**config.mk**
```make
export PLATFORM = sky130hd
export DESIGN_NAME = acs_channel_select
export DESIGN_NICKNAME = d
export VERILOG_FILES = /design/src/inc/acs_pkg.sv /design/src/inc/acs_sel_if.sv /design/src/core/acs_decode.sv /design/src/core/acs_channel_select.sv
export SDC_FILE = /design/constraint.sdc
export NUM_CORES = 1
export LEC_CHECK = 0
export ABC_AREA = 1
export BUFFER_PORTS_ARGS = -buffer_cell sky130_fd_sc_hd__clkbuf_2
export CORE_MARGIN = 4
export CORE_UTILIZATION = 45
export CTS_BUF_LIST = sky130_fd_sc_hd__clkbuf_2 sky130_fd_sc_hd__clkbuf_4 sky130_fd_sc_hd__clkbuf_8
export CTS_CLUSTER_SIZE = 25
export DETAILED_ROUTE_END_ITERATION = 7
export GPL_TIMING_DRIVEN = 0
export PLACE_DENSITY = 0.69
export SYNTH_ARGS = -nofsm -noshare
export SYNTH_HDL_FRONTEND = slang
export SYNTH_SLANG_ARGS = --single-unit
```
**constraint.sdc**
```tcl
create_clock -name ref_clk -period 2.8 [get_ports ref_clk]
set_clock_uncertainty 0.05 [all_clocks]
set_input_delay 0.28 -clock ref_clk [delete_from_list [all_inputs] [get_ports ref_clk]]
set_output_delay 0.28 -clock ref_clk [all_outputs]
set_load 0.01 [all_outputs]
```
**src/inc/acs_pkg.sv**
```systemverilog
/*
 * Package for the converter input channel selection block: register indices,
 * field positions, reset values and code points.
 * Assumes a 16-bit register port with one-cycle read latency.
 */
package acs_pkg;

    // Register indices on the plain register port.
    localparam logic [2:0] ACS_REG_CH123 = 3'h0;
    localparam logic [2:0] ACS_REG_CH0 = 3'h1;
    localparam logic [2:0] ACS_REG_SCAN = 3'h2;
    localparam logic [2:0] ACS_REG_PCFG = 3'h3;
    localparam logic [2:0] ACS_REG_CTRL = 3'h4;
    localparam logic [2:0] ACS_REG_STAT = 3'h5;

    // Writable masks; every other bit is unimplemented and reads zero.
    localparam logic [15:0] ACS_MASK_CH123 = 16'h0707;
    localparam logic [15:0] ACS_MASK_CH0 = 16'h9F9F;
    localparam logic [15:0] ACS_MASK_SCAN = 16'h003F;
    localparam logic [15:0] ACS_MASK_PCFG = 16'h003F;
    localparam logic [15:0] ACS_MASK_CTRL = 16'h0007;

    // Reset value shared by every writable register.
    localparam logic [15:0] ACS_RESET_VALUE = 16'h0000;

    // Field positions.
    localparam int ACS_CH123_POS_A = 0;
    localparam int ACS_CH123_NEG_A_LO = 1;
    localparam int ACS_CH123_POS_B = 8;
    localparam int ACS_CH123_NEG_B_LO = 9;
    localparam int ACS_CH0_POS_A_LO = 0;
    localparam int ACS_CH0_NEG_A = 7;
    localparam int ACS_CH0_POS_B_LO = 8;
    localparam int ACS_CH0_NEG_B = 15;
    localparam int ACS_CTRL_RES = 0;
    localparam int ACS_CTRL_ALT = 1;
    localparam int ACS_CTRL_SCAN = 2;

    // Analog input counts of the two package variants, and the count of Sample B codes.
    localparam int ACS_SMALL_INPUTS = 4;
    localparam int ACS_LARGE_INPUTS = 6;
    localparam int ACS_CH0B_INPUTS = 10;

    // Multiplexer input codes.
    localparam logic [3:0] ACS_SEL_NEGREF = 4'hE;
    localparam logic [3:0] ACS_SEL_NONE = 4'hF;
    localparam logic [3:0] ACS_SEL_AN1 = 4'h1;

    // Sample phase of the alternate-sample sequence.
    typedef enum logic {ACS_PHASE_A, ACS_PHASE_B} acs_phase_t;

endpackage

```
**src/inc/acs_sel_if.sv**
```systemverilog
/*
 * Interface carrying register contents from the register file to the
 * multiplexer decoder, and the decoded selects back. Assumes both ends share one clock.
 */
interface acs_sel_if;
    logic [15:0] ch123_reg;
    logic [15:0] ch0_reg;
    logic [5:0] scan_mask;
    logic [5:0] pin_digital_mode;
    logic resolution_mode;
    logic use_b;
    logic [3:0] scan_input;
    logic [3:0] ch0_pos;
    logic [3:0] ch0_neg;
    logic [3:0] ch1_pos;
    logic [3:0] ch2_pos;
    logic [3:0] ch3_pos;
    logic ch123_neg_ref;
    logic sel_reserved;
    logic [5:0] mux_to_ground;

    modport regs (output ch123_reg, ch0_reg, scan_mask, pin_digital_mode,
                  resolution_mode, use_b, scan_input,
                  input ch0_pos, ch0_neg, ch1_pos, ch2_pos, ch3_pos, ch123_neg_ref,
                  sel_reserved, mux_to_ground);
    modport dec (input ch123_reg, ch0_reg, scan_mask, pin_digital_mode,
                 resolution_mode, use_b, scan_input,
                 output ch0_pos, ch0_neg, ch1_pos, ch2_pos, ch3_pos, ch123_neg_ref,
                 sel_reserved, mux_to_ground);
endinterface

```
**src/core/acs_decode.sv**
```systemverilog
/*
 * Combinational decoder from register contents to multiplexer selects.
 * Assumes the register file drives the interface from flip-flops.
 */
module acs_decode
    import acs_pkg::*;
#(
    parameter int LARGE_VARIANT = 1
) (
    acs_sel_if.dec sel
);
    localparam int N_IN = LARGE_VARIANT != 0 ? ACS_LARGE_INPUTS : ACS_SMALL_INPUTS;

    // Routes a code to its input when it is in range, otherwise disconnects.
    function automatic logic [3:0] acs_route(input logic [4:0] code, input int limit);
        acs_route = (int'(code) < limit) ? code[3:0] : ACS_SEL_NONE;
    endfunction

    wire pos123 = sel.use_b ? sel.ch123_reg[ACS_CH123_POS_B] : sel.ch123_reg[ACS_CH123_POS_A];
    wire [1:0] neg123 = sel.use_b ? sel.ch123_reg[ACS_CH123_NEG_B_LO +: 2]
                                  : sel.ch123_reg[ACS_CH123_NEG_A_LO +: 2];
    wire [4:0] pos0_a = sel.ch0_reg[ACS_CH0_POS_A_LO +: 5];
    wire [4:0] pos0_b = sel.ch0_reg[ACS_CH0_POS_B_LO +: 5];
    wire neg0 = sel.use_b ? sel.ch0_reg[ACS_CH0_NEG_B] : sel.ch0_reg[ACS_CH0_NEG_A];
    wire ten_bit = !sel.resolution_mode;

    // Channel 1-3 positive routing; on select 1 the smaller package leaves 2 and 3 open.
    wire [3:0] c1 = pos123 ? 4'h3 : 4'h0;
    wire [3:0] c2 = pos123 ? ((LARGE_VARIANT != 0) ? 4'h4 : ACS_SEL_NONE) : 4'h1;
    wire [3:0] c3 = pos123 ? ((LARGE_VARIANT != 0) ? 4'h5 : ACS_SEL_NONE) : 4'h2;

    // Channels 1-3 only exist in the 10-bit mode; in 12-bit every code is reserved.
    assign sel.ch1_pos = ten_bit ? c1 : ACS_SEL_NONE;
    assign sel.ch2_pos = ten_bit ? c2 : ACS_SEL_NONE;
    assign sel.ch3_pos = ten_bit ? c3 : ACS_SEL_NONE;
    assign sel.ch123_neg_ref = ten_bit && !neg123[1];
    assign sel.sel_reserved = !ten_bit || neg123[1];

    // Channel 0: scanning overrides Sample A only; Sample B has ten codes.
    wire [3:0] pos0_sel_a = acs_route(pos0_a, N_IN);
    wire [3:0] pos0_sel_b = acs_route(pos0_b, ACS_CH0B_INPUTS);
    assign sel.ch0_pos = sel.use_b ? pos0_sel_b : sel.scan_input;
    assign sel.ch0_neg = neg0 ? ACS_SEL_AN1 : ACS_SEL_NEGREF;

    // Digital pins tie their mux input to ground; absent pins have no effect.
    genvar g;
    for (g = 0; g < 6; g++) begin : g_pin
        assign sel.mux_to_ground[g] = (g < N_IN) && sel.pin_digital_mode[g];
    end

    // Unused locally: Sample A code when not scanning is chosen in the top.
    wire unused_a = ^pos0_sel_a;
endmodule

```
**src/core/acs_channel_select.sv**
```systemverilog
/*
 * Input channel selection for a multi-channel converter: select, scan and
 * port configuration registers on a plain register port, with decoded
 * multiplexer and pin buffer controls.
 * Assumes synchronous inputs and a master that never overlaps strobes.
 */
// Design decisions made here: the plain strobed port and the placing of the registers.
// Functional notes
// - Small variant select 1 routes AN3 only
// - Large variant select 1 routes AN3, AN4, AN5
// - Ch1-3 negative 00/01 reference, others reserved
// - Unimplemented bits ignore writes, read zero
// - Ch0 Sample B negative: AN1 or reference
// - Ch0 Sample A negative: AN1 or reference
// - Ch0 Sample B positive codes zero to nine
// - Small variant Sample A codes zero to three
// - Large variant Sample A codes zero to five
// - Scan bits include or skip each input
// - Scan absent input converts negative reference
// - Set pin bit: digital, read enabled, grounded
// - Clear pin bit: analog, read disabled
// - All pin bits writable, absent pins ignored; only mux_to_ground ignores them, port_read_enable follows absent pin bits
// - Resolution bit selects 12-bit or 10-bit
// - Scan enable steps channel 0 through mask
// - Alternate sample swaps A and B selects
module acs_channel_select
    import acs_pkg::*;
#(
    parameter int LARGE_VARIANT = 1
) (
    // Clock and reset.
    input wire logic ref_clk,
    input wire logic reset_n,
    // Register port.
    input wire logic [2:0] reg_addr,
    input wire logic [15:0] reg_wdata,
    input wire logic reg_write,
    input wire logic reg_read,
    output logic [15:0] reg_rdata,
    // Converter sequencing: one pulse per finished sample.
    input wire logic sample_done,
    // Multiplexer selects.
    output logic [3:0] ch0_pos_input,
    output logic [3:0] ch0_neg_input,
    output logic [3:0] ch1_pos_input,
    output logic [3:0] ch2_pos_input,
    output logic [3:0] ch3_pos_input,
    output logic ch123_neg_is_ref,
    output logic select_reserved,
    output logic resolution_mode,
    // Pin controls.
    output logic [5:0] port_read_enable,
    output logic [5:0] mux_to_ground
);
    localparam int N_IN = LARGE_VARIANT != 0 ? ACS_LARGE_INPUTS : ACS_SMALL_INPUTS;

    acs_sel_if sel ();

    logic [15:0] ch123_reg;
    logic [15:0] ch0_reg;
    logic [5:0] scan_mask;
    logic [5:0] pin_digital_mode;
    logic [2:0] ctrl;
    acs_phase_t phase;
    logic [2:0] scan_idx;

    // Write decode; masks drop every unimplemented bit.
    wire wr_ch123 = reg_write && reg_addr == ACS_REG_CH123;
    wire wr_ch0 = reg_write && reg_addr == ACS_REG_CH0;
    wire wr_scan = reg_write && reg_addr == ACS_REG_SCAN;
    wire wr_pcfg = reg_write && reg_addr == ACS_REG_PCFG;
    wire wr_ctrl = reg_write && reg_addr == ACS_REG_CTRL;
    wire alt_on = ctrl[ACS_CTRL_ALT];
    wire scan_on = ctrl[ACS_CTRL_SCAN];

    // Next scan position: first set mask bit after the current one, wrapping.
    function automatic logic [2:0] acs_next_scan(input logic [5:0] mask, input logic [2:0] cur);
        logic [2:0] r;
        logic [2:0] k;
        r = cur;
        for (int i = 6; i >= 1; i--) begin
            k = 3'((int'(cur) + i) % 6);
            if (mask[k]) begin
                r = k;
            end
        end
        return r;
    endfunction

    wire [2:0] next_scan_idx = acs_next_scan(scan_mask, scan_idx);
    wire scan_present = int'(scan_idx) < N_IN;
    // Absent scanned positions convert the negative reference.
    wire [3:0] scan_input = scan_present ? {1'b0, scan_idx} : ACS_SEL_NEGREF;
    wire [3:0] a_direct = (int'(ch0_reg[4:0]) < N_IN) ? ch0_reg[3:0] : ACS_SEL_NONE;

    // Register file; all writable bits clear at reset.
    always_ff @(posedge ref_clk or negedge reset_n) begin
        if (!reset_n) begin
            ch123_reg <= ACS_RESET_VALUE;
            ch0_reg <= ACS_RESET_VALUE;
            scan_mask <= '0;
            pin_digital_mode <= '0;
            ctrl <= '0;
        end else begin
            if (wr_ch123) ch123_reg <= reg_wdata & ACS_MASK_CH123;
            if (wr_ch0) ch0_reg <= reg_wdata & ACS_MASK_CH0;
            if (wr_scan) scan_mask <= reg_wdata[5:0];
            if (wr_pcfg) pin_digital_mode <= reg_wdata[5:0];
            if (wr_ctrl) ctrl <= reg_wdata[2:0];
        end
    end

    // Sample phase advances on each finished sample, scan position on each one ending in phase A. Turning
    // alternate sampling off parks the phase at A, so a later scan is not held
    // back by a stale Sample B phase.
    always_ff @(posedge ref_clk or negedge reset_n) begin
        if (!reset_n) begin
            phase <= ACS_PHASE_A;
            scan_idx <= '0;
        end else if (sample_done) begin
            phase <= (alt_on && phase == ACS_PHASE_A) ? ACS_PHASE_B : ACS_PHASE_A;
            if (scan_on && phase == ACS_PHASE_A) scan_idx <= next_scan_idx;
        end else begin
            if (!alt_on) phase <= ACS_PHASE_A;
            if (!scan_on) scan_idx <= acs_next_scan(scan_mask, 3'h5);
        end
    end

    assign sel.ch123_reg = ch123_reg;
    assign sel.ch0_reg = ch0_reg;
    assign sel.scan_mask = scan_mask;
    assign sel.pin_digital_mode = pin_digital_mode;
    assign sel.resolution_mode = ctrl[ACS_CTRL_RES];
    assign sel.use_b = alt_on && phase == ACS_PHASE_B;
    assign sel.scan_input = scan_on ? scan_input : a_direct;

    acs_decode #(.LARGE_VARIANT(LARGE_VARIANT)) u_decode (.sel(sel));

    // Read mux; unmapped addresses read zero.
    wire [15:0] stat_word = {12'h000, select_reserved, scan_idx};
    wire [15:0] rd_word =
        reg_addr == ACS_REG_CH123 ? ch123_reg :
        reg_addr == ACS_REG_CH0 ? ch0_reg :
        reg_addr == ACS_REG_SCAN ? {10'h000, scan_mask} :
        reg_addr == ACS_REG_PCFG ? {10'h000, pin_digital_mode} :
        reg_addr == ACS_REG_CTRL ? {13'h0000, ctrl} :
        reg_addr == ACS_REG_STAT ? stat_word : 16'h0000;

    always_ff @(posedge ref_clk or negedge reset_n) begin
        if (!reset_n) begin
            reg_rdata <= 16'h0000;
        end else begin
            reg_rdata <= reg_read ? rd_word : 16'h0000;
        end
    end

    // Outputs are registered copies of the decode; the decode itself sees the
    // registers directly, so a write shows one edge after it lands.
    always_ff @(posedge ref_clk or negedge reset_n) begin
        if (!reset_n) begin
            ch0_pos_input <= 4'h0;
            ch0_neg_input <= ACS_SEL_NEGREF;
            ch1_pos_input <= ACS_SEL_NONE;
            ch2_pos_input <= ACS_SEL_NONE;
            ch3_pos_input <= ACS_SEL_NONE;
            ch123_neg_is_ref <= 1'b0;
            select_reserved <= 1'b0;
            resolution_mode <= 1'b0;
            port_read_enable <= '0;
            mux_to_ground <= '0;
        end else begin
            ch0_pos_input <= sel.ch0_pos;
            ch0_neg_input <= sel.ch0_neg;
            ch1_pos_input <= sel.ch1_pos;
            ch2_pos_input <= sel.ch2_pos;
            ch3_pos_input <= sel.ch3_pos;
            ch123_neg_is_ref <= sel.ch123_neg_ref;
            select_reserved <= sel.sel_reserved;
            resolution_mode <= sel.resolution_mode;
            port_read_enable <= pin_digital_mode;
            mux_to_ground <= sel.mux_to_ground;
        end
    end

    // Assertions.
    a_unimpl_zero: assert property (@(posedge ref_clk) disable iff (!reset_n)
        reg_write && reg_addr == ACS_REG_CH0 |=> (ch0_reg & ~ACS_MASK_CH0) == 16'h0000)
        else $error("Unimplemented channel 0 bits were stored.");
    a_neg0_follow: assert property (@(posedge ref_clk) disable iff (!reset_n)
        !alt_on && ch0_reg[ACS_CH0_NEG_A] |=> ch0_neg_input == ACS_SEL_AN1)
        else $error("Channel 0 negative did not follow Sample A bit.");
    a_neg0b_follow: assert property (@(posedge ref_clk) disable iff (!reset_n)
        sel.use_b && !ch0_reg[ACS_CH0_NEG_B] |=> ch0_neg_input == ACS_SEL_NEGREF)
        else $error("Channel 0 Sample B negative not reference.");
    a_ch1_route: assert property (@(posedge ref_clk) disable iff (!reset_n)
        !ctrl[ACS_CTRL_RES] && !alt_on && ch123_reg[0] |=> ch1_pos_input == 4'h3)
        else $error("Channel 1 did not route input 3.");
    a_twelve_res: assert property (@(posedge ref_clk) disable iff (!reset_n)
        ctrl[ACS_CTRL_RES] |=> select_reserved && ch1_pos_input == ACS_SEL_NONE)
        else $error("Channel 1 routed in 12-bit mode.");
    a_pin_digital: assert property (@(posedge ref_clk) disable iff (!reset_n)
        wr_pcfg && reg_wdata[0] |=> ##1 port_read_enable[0] && mux_to_ground[0])
        else $error("Digital pin did not enable read and ground.");
    a_pin_analog: assert property (@(posedge ref_clk) disable iff (!reset_n)
        wr_pcfg && !reg_wdata[1] |=> ##1 !port_read_enable[1])
        else $error("Analog pin left read enabled.");
    a_alt_phase: assert property (@(posedge ref_clk) disable iff (!reset_n)
        !alt_on |-> phase == ACS_PHASE_A || $past(alt_on))
        else $error("Phase B reached without alternate sampling.");
    a_scan_mask: assert property (@(posedge ref_clk) disable iff (!reset_n)
        scan_on && sample_done && phase == ACS_PHASE_A && |scan_mask |=> scan_mask[scan_idx])
        else $error("Scan stepped to an unmarked input.");
endmodule

```
==> results of run 1 <==
==> kinds of logic after synthesis <==
| logic type | after synthesis |
|---|---|
| and+or+nand+nor | 189 |
| AOI/OAI and AO/OA | 97 |
| buffers and inverters | 91 |
| DFF | 68 |
| adders and majority gates | 9 |
| xor gates and xnor gates | 6 |
| other | 1 |
==> final cells by class <==
cell class / count / area [um^2] / share of cell area
inverters: 62 / 241.5 / 0.05132
repair buffers: 91 / 519.2 / 0.1103
clock inverters: 4 / 47.55 / 0.01010
plain buffers: 29 / 203.9 / 0.04334
multi-input cells: 304 / 1698 / 0.3608
flip-flops and latches: 68 / 1709 / 0.3632
clock buffers: 12 / 158.9 / 0.03377
well taps: 102 / 127.6 / 0.02712
==> final timing paths <==
path / slack (ps) / startpoint / endpoint
min: 30 / reset_n / reg_rdata[7]
max in group asynchronous: 2040 / reset_n / scan_idx[2]
max reg2reg: 70 / scan_idx[1] / scan_idx[0]
max: 70 / scan_idx[1] / scan_idx[0]
min reg2reg: 360 / pin_digital_mode[4] / mux_to_ground[4]
min in group ref_clk: 140 / reg_wdata[15] / ch0_reg[15]
==> metal layers <==
layer,vias up,global-route usage,share of wire
met3,14,0.03214,0.043
li1,1660,-,-
met1,1572,0.2465,0.44
met4,0,0.07561,0.016
met2,80,0.3058,0.50
met5,-,0,0
==> power by group <==
group / internal [mW] / total, mW / switching (mW)
Sequential: 1.19 / 1.36 / 0.175
Combinational: 1.53 / 3.51 / 1.98
Clock: 0.467 / 0.817 / 0.351
==> cell usage in the layout (no fill, tap or decap), drive strengths merged, types with 3 or more instances in the layout <==
master	Yosys	final
xor2	4	4
o21ai	59	59
dfrtp	64	64
a21oi	19	19
buf	22	46
dfstp	4	4
nand3	20	20
a31oi	3	3
clkbuf	7	86
inv	62	61
conb	1	3
nor3	7	7
o211ai	6	6
nand2	128	128
nor2	31	31
ha	9	9
==> timing repair <==
action | 4_1_cts | 5_1_grt
gates resized for setup | 15 | 35
buffers inserted | 4 | 19
endpoints found under the setup margin | 3 | 3
pin swaps | 2 | 17
hold endpoints to repair | 0 | 0
==> worst reg2reg max path: stages (launching register included) <==
cell	delay, ps
dfrtp_2	500
inv_4	90
ha_4	180
a21oi_4	160
inv_2	80
ha_4	230
nand3b_4	150
nand2_4	80
nand2_4	90
xor2_2	180
nand2_1	90
nand3_2	90
nand2_2	100
o21ai_2	160
nand2_2	80
nor2_2	120
nor2_1	50
nand2_1	60
nand2_1	70
==> flow_summary.json, run 1 <==
{
  "status": "complete, no violations",
  "final_layout_size_suffix_gt1_frac": 0.3211,
  "critical_path.max_fanout": 6,
  "drtIter0Drc": 142,
  "slowest_delay_ps": 500,
  "setup_ws_ps": 73.08,
  "num_vias": 3326,
  "dp_hpwl_um": 6601,
  "synth-warning-count": 0,
  "synth_top_family_by_area": "simple AND/OR/NAND/NOR gates",
  "via_per_inst": 4.949,
  "worstSetupEndpointType": "register",
  "power_density_mw_per_mm2": 1210,
  "largest_reg_flops": 13,
  "netlist_area_mm2": 0.003641,
  "rsz0062_at_grt": "yes",
  "stdcell_count": 672,
  "synth_xor_area_frac": 0.01649,
  "worstPathCellList": "inv_4 > ha_4 > a21oi_4 > inv_2 > ha_4 > nand3b_4 > nand2_4 > nand2_4 > xor2_2 > nand2_1 > nand3_2 > nand2_2 > o21ai_2 > nand2_2 > nor2_2 > nor2_1 > nand2_1 > nand2_1",
  "place_ws_ps": -311.2,
  "fin_nets": 598,
  "dp.cells": 633,
  "die_x_um": 97.95,
  "synth.distinct_cells": 36,
  "portBuffers": 68,
  "die-area_mm2": 0.009594,
  "avgSynthCellArea_um2": 7.898,
  "die_h_um": 97.95,
  "ys_ff_latch": 68,
  "num_antenna_cells": 0,
  "r2r_cells": 18,
  "synth_top_area_cell": "dfrtp_1",
  "clk_latency_ps": 340,
  "ctsHtreeMaxLevel": 3,
  "dpl_cell_area_mm2": 0.004119,
  "ys_seq_area_frac": 0.4687,
  "peakVddDrop_mv": 0.4564,
  "antenna_found_initial": 0,
  "arrival_ps": 2890,
  "grt_pass1_wl_um": 14750,
  "start_kind": "register",
  "worst_slew_pin_slew_ps": 889.7,
  "ys_dominant_reg_cell": "dfrtp_1",
  "power_mw": 5.692,
  "gp_congestion": 0.9204,
  "drcViolationCount": 0,
  "synthMostInstantiatedCell": "nand2_1",
  "tritoncts": "built",
  "grt_max_degree": 69,
  "ys_top_cells_by_area": "dfrtp_1 44%, nand2_1 12%, o21ai_0 8.0%",
  "routed_wl_um": 9048,
  "maxSlewViolCount": 0,
  "clkTransAtPathRegs_ps": 70,
  "start_util": 0.4663,
  "grt_pass1_vias": 3128,
  "cap_violations": 0,
  "crit_family": "simple AND/OR/NAND/NOR gates",
  "p_leak_nw": 2.461,
  "netlist_top_cells_count": "120 x nand2_1, 64 x dfrtp_1, 61 x inv_1",
  "rows": 32,
  "async_flop_share": 1.000,
  "grtUsageTotal": 0.1868,
  "cts.path.max_buffers": 2,
  "fillers": 683,
  "whs_ps": 33.87,
  "crit_type": "reg -> reg",
  "antenna_left": 0,
  "hold_violations": 0,
  "setup_viol": 0,
  "synth.top_cell.area_share": 0.4399,
  "numCtsBuffers": 9,
  "io_pins": 75,
  "synth_edf_count": 0,
  "yosys.area_share.simple": 0.2179,
  "timing.final.crit_share": 0.9739,
  "tns_ps": 0,
  "final_util": 0.6027,
  "max_freq_mhz": 366.7,
  "synthAdderAreaFrac": 0.03093,
  "synthMuxAreaShare": 0,
  "wl_per_cell_um": 13.46,
  "max_slew_margin": 0.4069,
  "synth-compound-area-share": 0.1471,
  "overflow": 0,
  "root_buffer": "clkbuf_8",
  "crit_required_ps": 2970,
  "drtPass1Iterations": 4,
  "hp-class": "in -> async",
  "cts_sinks": 68,
  "syn_to_final_growth_pct": 29.24,
  "period_needed_ps": 2727,
  "design_area_mm2": 0.004706,
  "cp_slowest_cell": "dfrtp_2",
  "crit_top_cell": "nand2_1",
  "cts_hold_buf": 0,
  "cp_num_buf_inv": 2,
  "synthCells": 461,
  "cp_num_cells": 18,
  "coreArea_mm2": 0.007807
}
Power figures use the tool's default switching activity.
==> run 2: changes to the inputs <==
- CTS_BUF_LIST: sky130_fd_sc_hd__clkbuf_2 sky130_fd_sc_hd__clkbuf_4 sky130_fd_sc_hd__clkbuf_8 -> sky130_fd_sc_hd__clkbuf_4
==> run 2 against run 1 <==
Net effect:
- setup slack worse by 28 ps
- critical path depth shrank 3
- register-to-register slack got worse by 30 ps
- flip-flop and latch count unchanged
- global-route usage is 0.37 points higher
- maximum frequency shrank 1.0%
- critical path type unchanged
- largest power group unchanged
- sequential power about the same
- combinational power is 5% higher
==> flow_summary.json, run 2 (synthesis gave the netlist of run 1 again) <==
{
  "status": "complete, no violations",
  "portBuffers": 68,
  "grt_pass1_vias": 3135,
  "gp_congestion": 0.9204,
  "slowest_delay_ps": 470,
  "arrival_ps": 3000,
  "r2r_cells": 15,
  "dp_hpwl_um": 6601,
  "largest_reg_flops": 13,
  "layout_common_cells": "103 x nand2_1, 67 x clkbuf_2, 62 x dfrtp_1, 56 x o21ai_0, 53 x inv_1",
  "clk_latency_ps": 410,
  "crit_start": "scan_idx[1]",
  "cap_violations": 0,
  "cts_sinks": 68,
  "timing.final.crit_share": 0.9841,
  "cp_slowest_cell": "dfrtp_2",
  "worstHoldStart": "reg_wdata[15]",
  "coreArea_mm2": 0.007807,
  "via_per_inst": 5.009,
  "period_needed_ps": 2755,
  "peakVddDrop_mv": 0.4987,
  "critical_path.max_fanout": 5,
  "drtIter0Drc": 140,
  "met1_length_um": 4049,
  "worst_slew_pin_slew_ps": 884.6,
  "num_antenna_cells": 0,
  "setup.worst_path.end": "scan_idx[0]",
  "cp_num_cells": 15,
  "die-area_mm2": 0.009594,
  "rows": 32,
  "multi_input_area_mm2": 0.001789,
  "crit_family": "simple AND/OR/NAND/NOR gates",
  "clkTransAtPathRegs_ps": 110,
  "tritoncts": "built",
  "fin_nets": 596,
  "root_buffer": "clkbuf_4",
  "crit_required_ps": 3040,
  "r2r_end": "scan_idx[0]",
  "p_leak_nw": 2.427,
  "final_util": 0.6027,
  "start_util": 0.4663,
  "hold_violations": 0,
  "drtPass1Iterations": 4,
  "final_common_cell": "nand2_1",
  "final_layout_size_suffix_gt1_frac": 0.3451,
  "dpl_cell_area_mm2": 0.004119,
  "start_kind": "register",
  "grt_max_degree": 69,
  "power_density_mw_per_mm2": 1203,
  "setup_ws_ps": 44.61,
  "die_x_um": 97.95,
  "fillers": 691,
  "cts.path.max_buffers": 2,
  "ctsHtreeMaxLevel": 3,
  "maxSlewViolCount": 0,
  "place_ws_ps": -311.2,
  "design_area_mm2": 0.004706,
  "wl_met2_um": 4685,
  "overflow": 0,
  "antenna_left": 0,
  "syn_to_final_growth_pct": 29.24,
  "setup_viol": 0,
  "crit_top_cell": "nand2_1",
  "dr.max_layer_used": "met4",
  "rsz0062_at_grt": "yes",
  "hp-class": "in -> reg",
  "wl_met3_um": 405,
  "num_vias": 3356,
  "antenna_found_initial": 0,
  "grtUsageTotal": 0.1906,
  "numCtsBuffers": 9,
  "routed_wl_um": 9295,
  "register_area_mm2": 0.001709,
  "worstPathCellList": "clkinv_4 > ha_4 > clkinvlp_4 > o211ai_1 > nand2_8 > xor2_2 > nand2_1 > nand3_2 > nand2_2 > o21ai_2 > nand2_2 > nor2_4 > nor2_2 > nand2_1 > nand2_1",
  "max_slew_margin": 0.4102,
  "io_pins": 75,
  "die_h_um": 97.95,
  "cp_num_buf_inv": 2,
  "r2r-start": "scan_idx[1]",
  "wl_per_cell_um": 13.87,
  "max_freq_mhz": 362.9,
  "grt_pass1_wl_um": 14930,
  "rrSetupSlack_ps": 40,
  "worstSetupEndpointType": "register",
  "crit_type": "reg -> reg",
  "drcViolationCount": 0
}
## run 2: changes by cell type in the layout (fill, tap and decap cells not counted), sizes merged
cell	change
buf	-3
dlygate4sd3	+1
clkinv	+3
inv	-1
clkbuf	-2
## run 2: tightest hold or removal path, delay by kind of cell
kind / cells / cell delay [ps]
compound gates: 1 / 40
simple gates: 1 / 90
buf+inv: 1 / 80
## run 2: metal layers
metal,up-vias,track usage
li1,1660,-
met1,1590,0.2486
met5,-,0
met2,90,0.3099
met3,16,0.04500
met4,0,0.06922
## run 2: where the power goes
group / switching, mW / internal (mW) / total [mW]
clock: 0.336 / 0.274 / 0.610
combinational: 2.14 / 1.56 / 3.70
sequential: 0.165 / 1.19 / 1.35
total: 2.65 / 3.02 / 5.66
## run 2: area by class of cell
class                   count  share of cell area
well taps                 102             0.02712
clock buffers              10             0.01595
inverters                  62             0.05238
multi-input cells         304              0.3802
repair buffers             90              0.1093
clock inverters             6             0.01170
flip-flops and latches     68              0.3632
plain buffers              28             0.04015
## run 2: how the worst min path moves through the flow
stage | end | cells past startpoint | slack (ps)
2_1_floorplan | ch0_neg_input[0] | 0 | -70
3_3_place_gp | mux_to_ground[4] | 0 | 340
3_5_place_dp | mux_to_ground[4] | 0 | 350
4_1_cts | ch0_reg[12] | 3 | 40
5_1_grt | ch0_reg[7] | 3 | 40
6_report | ch0_reg[15] | 3 | 60
## run 2: what timing repair did
item                       4_1_cts  5_1_grt
gates resized for setup         15       62
setup endpoints to repair        3        3
hold endpoints to repair        64        0
setup buffers                    6       15
pin swaps                        2       33
hold buffers                     1        0
## run 2: through the flow
| step | setup TNS, ps | power (mW) | cells | hold WS, ps |
|---|---|---|---|---|
| 6_report | 0 | 5.661 | 670 | 63.51 |
| 3_3_place_gp | -698.7 | 3.861 | 633 | 343.8 |
| 5_1_grt | -228.4 | 6.132 | 670 | 40.52 |
| 4_1_cts | 0 | 4.712 | 656 | 44.50 |
| 2_1_floorplan | 0 | 3.292 | 463 | -65.59 |
| 3_5_place_dp | -828.6 | 3.903 | 633 | 345.7 |
